$ cat src/acrs_cfg.svh
`ifndef ACRS_CFG_SVH
`define ACRS_CFG_SVH

// register offsets
`define ACRS_OFF_RESULT_HI     8'h07
`define ACRS_OFF_RESULT_LO     8'h08
`define ACRS_OFF_CONV_CONFIG   8'h09
`define ACRS_OFF_CHANNEL_CFG   8'h0a
`define ACRS_OFF_REG_SRC_CTRL  8'h0b
`define ACRS_OFF_RSVD_A        8'h0c
`define ACRS_OFF_RSVD_B        8'h0d

// field positions
`define ACRS_READY_BIT         7
`define ACRS_RB_SEL_MSB        5
`define ACRS_RB_SEL_LSB        3
`define ACRS_CONV_SEL_MSB      2
`define ACRS_CONV_SEL_LSB      0
`define ACRS_OVERRIDE_BIT      1
`define ACRS_SRC_BIT           0
`define ACRS_ENABLE_BIT        7
`define ACRS_ONE_SHOT_BIT      6
`define ACRS_SCAN_BIT          5

// reset values
`define ACRS_RST_CHANNEL_CFG   8'h00
`define ACRS_RST_REG_SRC_CTRL  8'h80
`define ACRS_RST_RSVD_A        8'h10
`define ACRS_RST_RSVD_B        8'h08
`define ACRS_RST_CONV_CONFIG   8'h00

// result layout, channel count and code values
`define ACRS_RESULT_W          14
`define ACRS_CHANNELS          8
`define ACRS_INVALID_RB_CODE   3'h4
`define ACRS_SRC_OUTPUT        1'b0
`define ACRS_SRC_INPUT         1'b1

`endif

$ cat src/acrs_pkg.sv
`include "acrs_cfg.svh"

package acrs_pkg;
    typedef logic [`ACRS_RESULT_W-1:0] acrs_result_t;
    typedef logic [2:0]                 acrs_chan_t;

    typedef enum logic [2:0] {
        ACRS_IDLE = 3'b001,
        ACRS_WAIT = 3'b010,
        ACRS_DONE = 3'b100
    } acrs_conv_state_t;
endpackage : acrs_pkg

$ cat src/acrs_result_if.sv
`timescale 1ns/10ps

interface acrs_result_if;
    import acrs_pkg::*;
    logic         wr_en;
    acrs_chan_t   wr_chan;
    acrs_result_t wr_data;
    acrs_chan_t   rd_chan;
    acrs_result_t rd_data;

    modport owner (output wr_en, output wr_chan, output wr_data, output rd_chan,
                   input rd_data);
    modport store (input wr_en, input wr_chan, input wr_data, input rd_chan,
                   output rd_data);
endinterface : acrs_result_if

$ cat src/acrs_result_mem.sv
`timescale 1ns/10ps
`include "acrs_cfg.svh"

module acrs_result_mem
    import acrs_pkg::*;
(
    // clock and reset
    input  wire logic    clock_i,
    input  wire logic    rst_b_i,
    // access
    acrs_result_if.store mem
);
    acrs_result_t store_reg [`ACRS_CHANNELS];
    acrs_result_t rd_reg;

    genvar g;
    generate
        for (g = 0; g < `ACRS_CHANNELS; g++) begin : g_entry
            always_ff @(posedge clock_i or negedge rst_b_i) begin
                if (!rst_b_i) begin
                    store_reg[g] <= '0;
                end else if (mem.wr_en && mem.wr_chan == 3'(g)) begin
                    store_reg[g] <= mem.wr_data;
                end
            end
        end
    endgenerate

    // registered read, independent of write port
    always_ff @(posedge clock_i or negedge rst_b_i) begin
        if (!rst_b_i) begin
            rd_reg <= '0;
        end else begin
            rd_reg <= store_reg[mem.rd_chan];
        end
    end

    assign mem.rd_data = rd_reg;
endmodule : acrs_result_mem

$ cat src/acrs_adc_ctrl.sv
// Function
// - bit 7 reads conversion-complete flag
// - bits 5:3 choose readback channel
// - bits 2:0 choose converted channel unless scan is on
// - readback independent of ongoing conversion
// - override low, automatic source choice
// - override high, manual source forced
// - source bit: 0 output, 1 input
// - result split, high eight and low six
// - one-shot single pass, else continuous
`timescale 1ns/10ps
`include "acrs_cfg.svh"

module acrs_adc_ctrl
    import acrs_pkg::*;
(
    // clock and reset
    input  wire logic               clock_i,
    input  wire logic               rst_b_i,
    // register port
    input  wire logic               reg_wr_i,
    input  wire logic               reg_rd_i,
    input  wire logic [7:0]         reg_addr_i,
    input  wire logic [7:0]         reg_wdata_i,
    output logic      [7:0]         reg_rdata_o,
    // converter core
    output logic                    conv_start_o,
    output logic      [2:0]         conv_chan_o,
    input  wire logic               conv_done_i,
    input  wire logic [13:0]        conv_data_i,
    // regulator supply switch
    input  wire logic               auto_src_i,
    output logic                    reg_src_o
);
    logic         rst_meta_reg;
    logic         rst_sync_reg;
    logic         done_meta_reg;
    logic         done_sync_reg;
    logic         done_seen_reg;
    logic         auto_meta_reg;
    logic         auto_sync_reg;
    logic         done_pulse;

    logic [7:0]   conv_cfg_reg;
    logic [2:0]   rb_sel_reg;
    logic [2:0]   conv_sel_reg;
    logic         ready_reg;
    logic [1:0]   src_ctrl_reg;
    logic [7:0]   rsvd_a_reg;
    logic [7:0]   rsvd_b_reg;
    logic [5:0]   rsvd_src_reg;
    logic [2:0]   scan_chan_reg;
    logic [7:0]   rdata_next;
    logic         wr_conv_cfg;
    logic         result_read;
    logic         src_next;
    logic         conv_en;
    logic         one_shot;
    logic         scan_all;
    acrs_conv_state_t state_reg;
    acrs_result_t rb_data;
    acrs_result_t data_meta_reg;
    acrs_result_t data_sync_reg;
    acrs_chan_t   wr_slot;
    logic         slot_ok;
    logic         conv_finish;

    localparam logic [7:0] RST_CHAN = `ACRS_RST_CHANNEL_CFG;
    localparam logic [7:0] RST_SRC  = `ACRS_RST_REG_SRC_CTRL;

    acrs_result_if res_if ();

    acrs_result_mem u_mem (
        .clock_i (clock_i),
        .rst_b_i (rst_sync_reg),
        .mem     (res_if.store)
    );

    // reset release
    always_ff @(posedge clock_i or negedge rst_b_i) begin
        if (!rst_b_i) begin
            rst_meta_reg <= 1'b0;
            rst_sync_reg <= 1'b0;
        end else begin
            rst_meta_reg <= 1'b1;
            rst_sync_reg <= rst_meta_reg;
        end
    end

    // analog-side inputs arrive asynchronously
    always_ff @(posedge clock_i or negedge rst_sync_reg) begin
        if (!rst_sync_reg) begin
            done_meta_reg <= 1'b0;
            done_sync_reg <= 1'b0;
            done_seen_reg <= 1'b0;
            auto_meta_reg <= 1'b0;
            auto_sync_reg <= 1'b0;
            data_meta_reg <= '0;
            data_sync_reg <= '0;
        end else begin
            done_meta_reg <= conv_done_i;
            done_sync_reg <= done_meta_reg;
            done_seen_reg <= done_sync_reg;
            auto_meta_reg <= auto_src_i;
            auto_sync_reg <= auto_meta_reg;
            data_meta_reg <= conv_data_i;
            data_sync_reg <= data_meta_reg;
        end
    end

    assign done_pulse  = done_sync_reg && !done_seen_reg;
    assign wr_conv_cfg = reg_wr_i && reg_addr_i == `ACRS_OFF_CONV_CONFIG;
    assign conv_en     = conv_cfg_reg[`ACRS_ENABLE_BIT];
    assign one_shot    = conv_cfg_reg[`ACRS_ONE_SHOT_BIT];
    assign scan_all    = conv_cfg_reg[`ACRS_SCAN_BIT];
    assign result_read = reg_rd_i && (reg_addr_i == `ACRS_OFF_RESULT_HI
                                   || reg_addr_i == `ACRS_OFF_RESULT_LO);

    // register writes
    always_ff @(posedge clock_i or negedge rst_sync_reg) begin
        if (!rst_sync_reg) begin
            conv_cfg_reg <= `ACRS_RST_CONV_CONFIG;
            rb_sel_reg   <= RST_CHAN[`ACRS_RB_SEL_MSB:`ACRS_RB_SEL_LSB];
            conv_sel_reg <= RST_CHAN[`ACRS_CONV_SEL_MSB:`ACRS_CONV_SEL_LSB];
            src_ctrl_reg <= RST_SRC[1:0];
            rsvd_src_reg <= RST_SRC[7:2];
            rsvd_a_reg   <= `ACRS_RST_RSVD_A;
            rsvd_b_reg   <= `ACRS_RST_RSVD_B;
        end else if (reg_wr_i) begin
            unique case (reg_addr_i)
                `ACRS_OFF_CONV_CONFIG: begin
                    conv_cfg_reg <= {reg_wdata_i[7:3], conv_cfg_reg[2:0]};
                end
                `ACRS_OFF_CHANNEL_CFG: begin
                    rb_sel_reg   <= reg_wdata_i[`ACRS_RB_SEL_MSB:`ACRS_RB_SEL_LSB];
                    conv_sel_reg <= reg_wdata_i[`ACRS_CONV_SEL_MSB:`ACRS_CONV_SEL_LSB];
                end
                `ACRS_OFF_REG_SRC_CTRL: begin
                    src_ctrl_reg <= reg_wdata_i[1:0];
                    rsvd_src_reg <= reg_wdata_i[7:2];
                end
                `ACRS_OFF_RSVD_A: begin
                    rsvd_a_reg <= reg_wdata_i;
                end
                `ACRS_OFF_RSVD_B: begin
                    rsvd_b_reg <= reg_wdata_i;
                end
                default: begin
                end
            endcase
        end
    end

    // conversion sequencing
    always_ff @(posedge clock_i or negedge rst_sync_reg) begin
        if (!rst_sync_reg) begin
            state_reg     <= ACRS_IDLE;
            scan_chan_reg <= 3'h0;
        end else if (!conv_en) begin
            state_reg     <= ACRS_IDLE;
            scan_chan_reg <= 3'h0;
        end else begin
            unique case (state_reg)
                ACRS_IDLE: begin
                    state_reg <= ACRS_WAIT;
                end
                ACRS_WAIT: begin
                    if (done_pulse) begin
                        if (scan_all && scan_chan_reg != 3'h7) begin
                            scan_chan_reg <= scan_chan_reg + 3'h1;
                            state_reg     <= ACRS_IDLE;
                        end else if (one_shot) begin
                            state_reg     <= ACRS_DONE;
                        end else begin
                            scan_chan_reg <= 3'h0;
                            state_reg     <= ACRS_IDLE;
                        end
                    end
                end
                ACRS_DONE: begin
                    if (wr_conv_cfg) begin
                        scan_chan_reg <= 3'h0;
                        state_reg     <= ACRS_IDLE;
                    end
                end
            endcase
        end
    end

    assign conv_start_o = state_reg == ACRS_IDLE && conv_en;
    assign conv_chan_o  = scan_all ? scan_chan_reg : conv_sel_reg;

    // conversion write port and readback port run separately
    assign conv_finish    = state_reg == ACRS_WAIT && done_pulse;

    // results are kept under the readback code of the same channel
    always_comb begin
        wr_slot = conv_chan_o;
        slot_ok = 1'b1;
        unique case (conv_chan_o)
            3'h0:    wr_slot = 3'h3;
            3'h1:    wr_slot = 3'h2;
            3'h2:    slot_ok = 1'b0;   // battery has no readback code
            3'h3:    wr_slot = 3'h0;
            default: wr_slot = conv_chan_o;
        endcase
    end

    assign res_if.wr_en   = conv_finish && slot_ok;
    assign res_if.wr_chan = wr_slot;
    assign res_if.wr_data = data_sync_reg;
    assign res_if.rd_chan = rb_sel_reg;
    assign rb_data        = res_if.rd_data;

    // ready flag: completion beats a clearing read
    always_ff @(posedge clock_i or negedge rst_sync_reg) begin
        if (!rst_sync_reg) begin
            ready_reg <= 1'b0;
        end else if (conv_finish) begin
            ready_reg <= 1'b1;
        end else if (result_read) begin
            ready_reg <= 1'b0;
        end
    end

    // regulator source select
    always_comb begin
        if (src_ctrl_reg[`ACRS_OVERRIDE_BIT]) begin
            src_next = src_ctrl_reg[`ACRS_SRC_BIT];
        end else begin
            src_next = auto_sync_reg;
        end
    end

    always_ff @(posedge clock_i or negedge rst_sync_reg) begin
        if (!rst_sync_reg) begin
            reg_src_o <= `ACRS_SRC_OUTPUT;
        end else begin
            reg_src_o <= src_next;
        end
    end

    // read mux
    always_comb begin
        unique case (reg_addr_i)
            `ACRS_OFF_RESULT_HI:    rdata_next = rb_data[13:6];
            `ACRS_OFF_RESULT_LO:    rdata_next = {2'h0, rb_data[5:0]};
            `ACRS_OFF_CONV_CONFIG:  rdata_next = conv_cfg_reg;
            `ACRS_OFF_CHANNEL_CFG:  rdata_next = {ready_reg, 1'b0, rb_sel_reg,
                                                  conv_sel_reg};
            `ACRS_OFF_REG_SRC_CTRL: rdata_next = {rsvd_src_reg, src_ctrl_reg};
            `ACRS_OFF_RSVD_A:       rdata_next = rsvd_a_reg;
            `ACRS_OFF_RSVD_B:       rdata_next = rsvd_b_reg;
            default:                rdata_next = 8'h00;
        endcase
    end

    always_ff @(posedge clock_i or negedge rst_sync_reg) begin
        if (!rst_sync_reg) begin
            reg_rdata_o <= 8'h00;
        end else if (reg_rd_i) begin
            reg_rdata_o <= rdata_next;
        end
    end
endmodule : acrs_adc_ctrl

$ cat config.mk
export PLATFORM = sky130hd
export DESIGN_NAME = acrs_adc_ctrl
export DESIGN_NICKNAME = d
export VERILOG_FILES = /design/src/acrs_pkg.sv /design/src/acrs_result_if.sv /design/src/acrs_result_mem.sv /design/src/acrs_adc_ctrl.sv
export VERILOG_INCLUDE_DIRS = /design/src
export SDC_FILE = /design/constraint.sdc
export NUM_CORES = 1
export LEC_CHECK = 0
export ABC_CLOCK_PERIOD_IN_PS = 14400
export BUFFER_PORTS_ARGS = -buffer_cell sky130_fd_sc_hd__buf_2
export CAP_MARGIN = 20
export CORE_MARGIN = 1
export CORE_UTILIZATION = 43
export CTS_CLUSTER_SIZE = 40
export DETAILED_ROUTE_END_ITERATION = 10
export HOLD_SLACK_MARGIN = 0.06
export PLACE_DENSITY = 0.56
export SLEW_MARGIN = 20
export SYNTH_ARGS = -nofsm -noshare
export SYNTH_HDL_FRONTEND = slang
export SYNTH_SLANG_ARGS = --single-unit
$ cat constraint.sdc
create_clock -name clock_i -period 14.4 [get_ports clock_i]
set_input_delay 0 -clock clock_i [delete_from_list [all_inputs] [get_ports clock_i]]
set_output_delay 0 -clock clock_i [all_outputs]
set_load 0.1 [all_outputs]
Word level (Yosys, flattened, before mapping). Index checks and enable logic that the tools add are counted.

Add/subtract/negate cells: 1. $lt $le $gt $ge: 1. Eq/ne operators: 25. Muxes and demuxes: 22. Bitwise logic cells: 1. Reduce and logical (&&, ||, !) cells: 27.

Operators with widths (count): one-hot mux 8 bit (7 select lines) (1); == test 8 x 4 -> 1 bit (second input constant) (6); binary-select mux 14 bit (select 3 bit) (1); two-way mux 3 bit (11); two-way mux 14 bit (2); one-hot mux 3 bit (3 select lines) (2); == test 3 x 2 -> 1 bit (second input constant) (5); == test 3 bit (second input constant) (5); logical AND 1 bit (15); AND reduction 2 bit (6); == test 3 x 1 -> 1 bit (second input constant) (3); inequality test 3 bit (second input constant) (3); == test 8 x 3 -> 1 bit (second input constant) (1); zero test 3 bit (2); one-hot mux 3 bit (2 select lines) (1); >= comparator 4 bit (second input constant) (1); two-way mux 1 bit (4); inequality test 4 bit (second input constant) (1); inverter 3 -> 4 bit (1); AND reduction 4 bit (1); adder 3 x 1 -> 3 bit (second input constant) (1); inequality test 3 x 1 -> 1 bit (second input constant) (1); nonzero test 2 bit (1); zero test 1 bit (1); logical OR 1 bit (1).

Bits in registers: 212. Input bits: 36. Output and inout port bits: 13. Word-level logic and storage cells: 107.

Logic depth before layout (Yosys ltp). Gate-level depths: netlist (run 1).

Depth after elaboration: 6. Gate-level depth with buffers: 7. Mapped depth without buffers: 6.

Modules after synthesis. From an unflattened synthesis (run 1), not the netlist that was laid out.

Cell total of the unflattened synthesis: 576. Area total of the unflattened synthesis: 9108.7 sq um.

By module, submodules not included: acrs_result_mem (times used 1, cells an instance 306, area each 5505.3 sq um, sequential area each 3153.0 sq um); acrs_adc_ctrl (times used 1, cells an instance 270, area each 3603.5 sq um, sequential area each 2157.1 sq um).

Least setup slack after synthesis (run 1). No wires, ideal clock.

Path kind: reg2reg. From: reg conv_cfg_reg[5]. To: reg u_mem.store_reg[17] in the netlist's numbering. Library setup time: 0.125 ns. Data arrival time: 2.432 ns. Required time: 14.275 ns. Setup slack: 11.843 ns. Stages on the path, launching flop included: 8. Path buffers: 3. Clock period less this slack: 2.557 ns. Cell sequence: dfrtp_1 clkbuf_1 nand2b_1 nand2_1 or3b_1 buf_6 buf_8 mux2_4.

Word-level cells in the longest chain between the ends: 5. Elaborated cells between the ends (all ways): 10. Those cells by class: eq/ne (4); mux (3); reduce/logical (3).

RTL lines: start: declaration (RTL line acrs_adc_ctrl.sv:44) `logic [7:0] conv_cfg_reg;`; start signal: assignment (RTL line acrs_adc_ctrl.sv:122) `` conv_cfg_reg <= `ACRS_RST_CONV_CONFIG; ``; start signal: assignment (RTL line acrs_adc_ctrl.sv:132) `conv_cfg_reg <= {reg_wdata_i[7:3], conv_cfg_reg[2:0]};`; two-way mux 3 bit * (RTL line acrs_adc_ctrl.sv:191) `assign conv_chan_o = scan_all ? scan_chan_reg : conv_sel_reg;`; via conv_chan_o[0] (RTL line acrs_adc_ctrl.sv:28) `output logic [2:0] conv_chan_o,`; == test 3 x 2 -> 1 bit, or another cell as far along (RTL line acrs_adc_ctrl.sv:200) `unique case (conv_chan_o)`; one-hot mux 3 bit (3 select lines) / two-way mux 1 bit (equally long branches) (RTL line acrs_adc_ctrl.sv:200); == test 3 bit / logical AND 1 bit (equally long branches) (RTL line acrs_result_mem.sv:22, acrs_adc_ctrl.sv:209); logical AND 1 bit * (RTL line acrs_result_mem.sv:22) `end else if (mem.wr_en && mem.wr_chan == 3'(g)) begin`; end signal: indexed assignment (RTL line acrs_result_mem.sv:23) `store_reg[g] <= mem.wr_data;`; end: declaration (RTL line acrs_result_mem.sv:13) `` acrs_result_t store_reg [`ACRS_CHANNELS]; ``.

Mark *: on every way through the listed nets, which the timed path passes. The rest lies on a longest branch. A chain may end at the register's enable or synchronous reset.

Worst setup path in the final report (run 1).
From: reg conv_cfg_reg[5]. To: reg u_mem.store_reg[62] in the netlist's numbering.

Word-level cells in the longest chain between the ends: 5. Elaborated cells between the ends (all ways): 10. Those cells by class: eq/ne (4); mux (3); reduce/logical (3).

RTL lines (RTL line): two-way mux 3 bit * (acrs_adc_ctrl.sv:191); == test 3 x 2 -> 1 bit, or another cell as far along (acrs_adc_ctrl.sv:200); one-hot mux 3 bit (3 select lines) / two-way mux 1 bit (equally long branches) (acrs_adc_ctrl.sv:200); == test 3 x 2 -> 1 bit / logical AND 1 bit (equally long branches) (acrs_result_mem.sv:22, acrs_adc_ctrl.sv:209); logical AND 1 bit * (acrs_result_mem.sv:22).

Mark *: on every way between the ends. The rest lies on a longest branch, timed or not.

==> results of run 1 <==
==> cell usage in the layout (no fill, tap or decap), types with 5 or more instances in the layout <==
master / n
a21oi_1: 7
a22o_1: 6
a31oi_1: 5
buf_2: 48
buf_4: 6
clkbuf_1: 5
clkbuf_16: 23
clkinv_2: 7
dfrtp_1: 205
dlygate4sd3_1: 33
inv_1: 9
mux2_2: 141
mux2_4: 10
mux2i_1: 11
mux4_2: 29
nand2_1: 10
nand2b_1: 7
nand3_1: 6
nor2_1: 7
nor2b_1: 5
o21ai_0: 8
==> worst max-delay path: cells and delay by family, from the launching register on <==
kind / cells / cell delay (ns)
flip-flops: 1 / 0.54
multiplexers: 2 / 0.83
AND/OR/NAND/NOR: 2 / 1.36
==> repair_timing <==
action	CTS	global route
hold buffers	33	0
hold endpoints to repair	62	0
gates resized for setup	0	0
==> layout make-up <==
type,count,area [sq um]
multi-input combinational,310,3300
timing repair buffer,88,636
sequential,212,5320
clock buffer,30,622
inverter,9,33.8
clock inverter,11,110
fill,1737,9810
tap,270,338
==> power breakdown <==
| group | total, uW | switching (uW) | internal (uW) |
|---|---|---|---|
| sequential | 620 | 13.6 | 607 |
| combinational | 55.5 | 32.6 | 22.9 |
| clock | 572 | 232 | 340 |
==> cell families after synthesis <==
| group | count (synthesis) | share of synthesized area, % |
|---|---|---|
| compound gates | 50 | 4.06 |
| other cells | 1 | 0.0424 |
| mux | 191 | 28.3 |
| buf+inv | 53 | 2.64 |
| simple gates | 66 | 4.67 |
| flops | 212 | 60.0 |
| fa+ha+maj | 2 | 0.283 |
==> per-layer routing <==
metal,share of wire [%],wire length (um),track usage [%]
met1,44,8180,25.0
met2,50,9210,31.0
met3,3.6,665,2.48
met4,2.9,532,6.58
met5,0,0,0
==> final timing paths <==
| check | startpoint | to | slack, ns | depth (start not counted) |
|---|---|---|---|---|
| max | conv_cfg_reg[5]$_DFFE_PN0P_ | u_mem.store_reg[62]$_DFFE_PN0P_ | 11.54 | 4 |
| min | reg_addr_i[0] | reg_rdata_o[6]$_DFFE_PN0P_ | 0.10 | 3 |
| max reg2reg | conv_cfg_reg[5]$_DFFE_PN0P_ | u_mem.store_reg[62]$_DFFE_PN0P_ | 11.54 | 4 |
| min reg2reg | rst_sync_reg$_DFF_PN0_ | data_sync_reg[2]$_DFF_PN0_ | 0.29 | 0 |
| max in group asynchronous | rst_sync_reg$_DFF_PN0_ | rb_sel_reg[1]$_DFFE_PN0P_ | 12.00 | 2 |
| min in group asynchronous | rst_sync_reg$_DFF_PN0_ | data_sync_reg[2]$_DFF_PN0_ | 0.29 | 0 |
==> per-stage QoR <==
step	area, sq um	setup WS, ns
floorplan	8850	8.06
global placement	9280	11.58
detailed placement	9280	11.44
CTS	10300	11.43
global route	10400	11.40
finish	10400	11.54
==> impl_results.md, run 1 <==
- Worst-margin pin slew: about 1.1 ns
- Most frequent cells after synthesis: 208 x dfrtp_1, 141 x mux2_2, 31 x clkbuf_1, 29 x mux4_2, 11 x mux2i_1
- Synth top area share: about three fifths
- Slew HR: between 20% and 30%
- Clk_skew: between 0.015 and 0.02 ns
- Fraction of layout cells with a size suffix above 1: a little over two fifths
- Routability cong.: slightly above 0.8
- Max-slew violations: 0
- Height of the die: about 150 um
- Cell Rows: between 50 and 60
- Largest register FFs: 112
- Syn_nets: approximately 610
- CTS sink count: approximately 210
- Area leader, netlist: dfrtp_1
- CTS H-Tree Depth: 1
- Slowest Stage Delay on Critical Path: 0.74 ns
- Slowest CP cell: nor2_2
- Hold slack: 0.104 ns
- Most numerous cell in the Yosys netlist: dfrtp_1
- Fin. Hold Viols: 0
- Die area: between 20000 and 25000 sq um
- CP Class: reg -> reg
- Sequential area share after synthesis: between 60% and 70%
- Maximum vdd drop: between 0.07 and 0.08 mV
- Clk_lat worst skew: between 0.5 and 0.6 ns
- Initial cell density of the core: 43.9%
- Final period util: 19.9%
- Asr flop ratio synth: 100%
- Crit path max fanout: 14
- CP Capture Type: flop
- Post-Syn Instances: between 500 and 600
- Initial antenna violation count: 0
- RSZ-0062 raised after global routing: no
- ANT nets after route: 0
- Total power: 1250 uW
- Die W: about 150 um
- CTS tree: done
- Synth Area per Inst: around 15 sq um
- # nets final: approximately 700
- Synth area leaders: dfrtp_1 59%, mux2_2 18%, mux4_2 7.4%
- EDFF count, synth: 0
- Hpwl dp: 11600 um
- Grt total ovfl: 0
- Final Util: just over 50%
- Count of input and output buffers: 48
- Diodes inserted: 0
- Hold Crit Class: in -> reg
- Crit start category: flop
- Static leakage power: between 0.004 and 0.005 uW
- Final setup fails: 0
- CTS Buffer Depth: 3
- WL final: around 19000 um
- Post-synthesis cell area: roughly 8800 sq um
- Largest net degree at the start of global routing: 80
- CP cell instances: mux2_2, or4_1, nor2_2, mux2_2
- Run status: finished, final reports clean
- Total Routing Usage GR: between 10% and 20%
- WP data required: between 10 and 15 ns
- Yosys warning count: 0
- Root Buffer: clkbuf_16
- Via count: approximately 5000
- Top_reg_cell synth: dfrtp_1
- PD cells: between 100 and 150 nW/um^2
- Most used cell, CP: mux2_2
- Clock Pin Slew Worst Setup and Hold Paths: 0.06 ns
- Placed instance count: around 860
- Vias in the first global route: between 5000 and 6000
- Top Ports: 49
- Routed len/inst: between 15 and 20 um
- Cts bufs inserted: 23
- Fmax: ~350 MHz
- First-pass GRT wire length: around 31000 um
- Drt first pass iters: 4
- Layout area overhead: 17.1%
- Max Cap Viol: 0
- Core Area: a little over 20000 sq um
- Final Non-Filler Cells: between 900 and 1000
- DRT iter0 DRCs: around 180
- Library cells used by synthesis: 57
- Setup TNS: 0 ns
- CP arrival: approximately 3.2 ns
- DRC errors left: 0
- Post-CTS Setup Bufs: 0
- Fin crit period: 2.86 ns
- Seq cells post-synth: between 200 and 250
- Vias per std cell: 5.36
Note: power is estimated with default switching activity, not from simulation.
==> inputs of run 2 (changes only) <==
- ABC_CLOCK_PERIOD_IN_PS: 14400 -> 2500
- PLACE_DENSITY: 0.56 -> 0.58
- clock period: 14.4 -> 2.5 ns (I/O delays scaled with it)
==> impl_results.md, run 2 (synthesis results as in run 1) <==
- Sw Share: 21.9% (-0.42 points)
- Initial antenna violation count: 0 (unchanged)
- Vias per std cell: 5.25 (-2.1%)
- Vias in the first global route: 5494 (+0.57%)
- CTS sink count: 212 (unchanged)
- Fraction of layout cells with a size suffix above 1: 44.5% (+1.6 points)
- Final period util: ~90%
- DRC errors left: 0 (unchanged)
- ANT nets after route: 0 (unchanged)
- Die area: 21100 sq um (unchanged)
- First-pass GRT wire length: 30400 um (-0.97%)
- Area occupied by multi-input gates: 3310 sq um (+0.38%)
- Slowest Stage Delay on Critical Path: 0.62 ns (-0.12 ns)
- Final Non-Filler Cells: 947 (+1.8%)
- Worst-margin pin slew: 0.810 ns (-0.302 ns)
- Fmax: 436 MHz
- Crit start category: primary input
- WP data required: 2.93 ns (-11.85 ns)
- Final Util: 52.7% (+1.4 points)
- Top Ports: 49 (unchanged)
- Core Area: 20200 sq um (unchanged)
- Clk_skew: 0.0137 ns (-0.00280 ns)
- Largest register FFs: 112 (unchanged)
- Most common cell after layout, fill and taps aside: dfrtp_1
- Crit path max fanout: 5 (-9)
- WL final: 18300 um (-1.5%)
- Post-CTS Setup Bufs: 0 (unchanged)
- Most frequent cells in the layout: 206 x dfrtp_1, 140 x mux2_2, 48 x buf_2
- Drt first pass iters: 4 (unchanged)
- Logic pwr share: 4.7% (+0.3 points)
- Buf+Inv Stages, Crit Path: 5 (+5)
- Static leakage power: 0.00508 uW (+2.6%)
- Hold Crit Class: in -> reg
- Internal power: 5800 uW (+500%)
- Fin crit period: around 2.3 ns
- CTS tree: done
- Switching pwr: 1630 uW (+480%)
- Root Buffer: clkbuf_16
- Cts bufs inserted: 24 (+4.3%)
- Post-Layout Inst Area: 10600 sq um (+2.7%)
- Cell Rows: 52 (unchanged)
- Initial cell density of the core: 43.9% (unchanged)
- Via count: 4969 (-0.30%)
- RSZ-0062 raised after global routing: no
- Max Cap Viol: 0 (unchanged)
- Hpwl dp: 11700 um (+0.84%)
- Clk_lat worst skew: 0.50 ns (about the same)
- DRT iter0 DRCs: 185 (+0.54%)
- CP arrival: 2.72 ns (-0.52 ns)
- # nets final: 697 (+2.2%)
- Total Routing Usage GR: 18.2% (-0.36 points)
- CTS H-Tree Depth: 1 (unchanged)
- Routability cong.: 0.808 (-1.9%)
- Max-slew violations: 0 (unchanged)
- Fin. Hold Viols: 0 (unchanged)
- Slew HR: 46.0% (+21 points)
- CP cell instances: dlygate4sd3_1, buf_2, nor4_2, dlygate4sd3_1, buf_4, o211ai_1, o32ai_1, dlygate4sd3_1
- Layout area overhead: 20.2%
- CTS Buffer Depth: 3 (unchanged)
- Final setup fails: 0 (unchanged)
- Maximum vdd drop: 0.481 mV (+580%)
- Die W: 145 um (unchanged)
- Clock Pin Slew Worst Setup and Hold Paths: 0.06 ns (about the same)
- Placed instance count: 870 (+1.8%)
- Grt total ovfl: 0 (unchanged)
- Most used cell, CP: dlygate4sd3_1
- CP top delay family: buffers and inverters
- Count of input and output buffers: 48 (unchanged)
- Routed len/inst: 19.3 um (-3.3%)
- Setup TNS: 0 ns (unchanged)
- Fillers: 1695 (-2.4%)
- Part of the power in registers: 48.0% (-1.7 points)
- PD cells: 698 nW/um^2 (+480%)
- Height of the die: 145 um (unchanged)
- Placed Area: 9490 sq um (+2.3%)
- Total power: 7420 uW (+490%)
- Slowest CP cell: dlygate4sd3_1
- CP Class: in -> reg
- CP Capture Type: flop
- Run status: finished, final reports clean
- Largest net degree at the start of global routing: 56 (-30%)
- Diodes inserted: 0 (unchanged)
- Sequential standard cell area: 5320 sq um (about the same)
- Clock network fraction of total power: 47.3% (+1.4 points)
## run 2: cell count changes in the layout (fill, tap and decap cells not counted), sizes merged
cell / before / now
buf: 55 / 69
clkinvlp: 2 / 3
clkbuf: 30 / 34
clkinv: 7 / 5
## run 2: power groups by stage
stage / combinational (uW) / clock (uW) / sequential, uW
after floorplan: 163 / 0 / 3640
after global placement: 311 / 0 / 3620
after detailed placement: 318 / 0 / 3630
after CTS: 357 / 3620 / 3560
after global routing: 385 / 3770 / 3570
final: 349 / 3510 / 3560
## run 2: stage by stage
step / setup WS (ns) / hold WS [ns]
after floorplan: 0.155 / -0.296
final: 0.208 / 0.115
after global placement: 0.298 / -0.215
after detailed placement: 0.243 / -0.213
after global routing: 0.132 / 0.128
after CTS: 0.154 / 0.0880
## run 2: layout make-up
| class | instances | area share, % |
|---|---|---|
| flip-flops and latches | 212 | 50.0 |
| well taps | 270 | 3.18 |
| clock inverters | 10 | 1.01 |
| multi-input cells | 310 | 31.2 |
| repair buffers | 102 | 7.79 |
| inverters | 9 | 0.318 |
| clock buffers | 34 | 6.58 |
## run 2: timing repair
item	CTS	global route
hold endpoints to repair	62	0
hold buffers	33	0
endpoints found under the setup margin	0	1
gates resized for setup	0	1
## run 2: final timing paths
| path | depth (start not counted) | startpoint | slack, ns | endpoint |
|---|---|---|---|---|
| min in group asynchronous | 3 | rst_b_i | 0.37 | rst_sync_reg$_DFF_PN0_ |
| setup / recovery | 8 | reg_addr_i[4] | 0.21 | reg_rdata_o[1]$_DFFE_PN0P_ |
| hold / removal | 3 | reg_addr_i[0] | 0.11 | reg_rdata_o[6]$_DFFE_PN0P_ |
| max in group asynchronous | 1 | rst_sync_reg$_DFF_PN0_ | 1.35 | data_sync_reg[9]$_DFF_PN0_ |
| hold reg to reg | 0 | data_meta_reg[6]$_DFF_PN0_ | 0.34 | data_sync_reg[6]$_DFF_PN0_ |
| setup reg to reg | 5 | state_reg[2]$_DFFE_PN0P_ | 0.23 | u_mem.store_reg[24]$_DFFE_PN0P_ |
## run 2: worst reg2reg max path, delay by kind of cell, from the launching register on
kind	cells	cell delay, ns
AND/OR/NAND/NOR	3	1.15
flip-flops	1	0.44
multiplexers	1	0.34
buffers and inverters	1	0.23
## run 2: layer usage
metal,track usage [%],vias to the layer above,wire length [um]
met5,0,-,0
met4,4.79,0,378
met3,2.54,29,582
met2,29.5,93,8690
met1,25.8,2576,8650
li1,-,2271,-
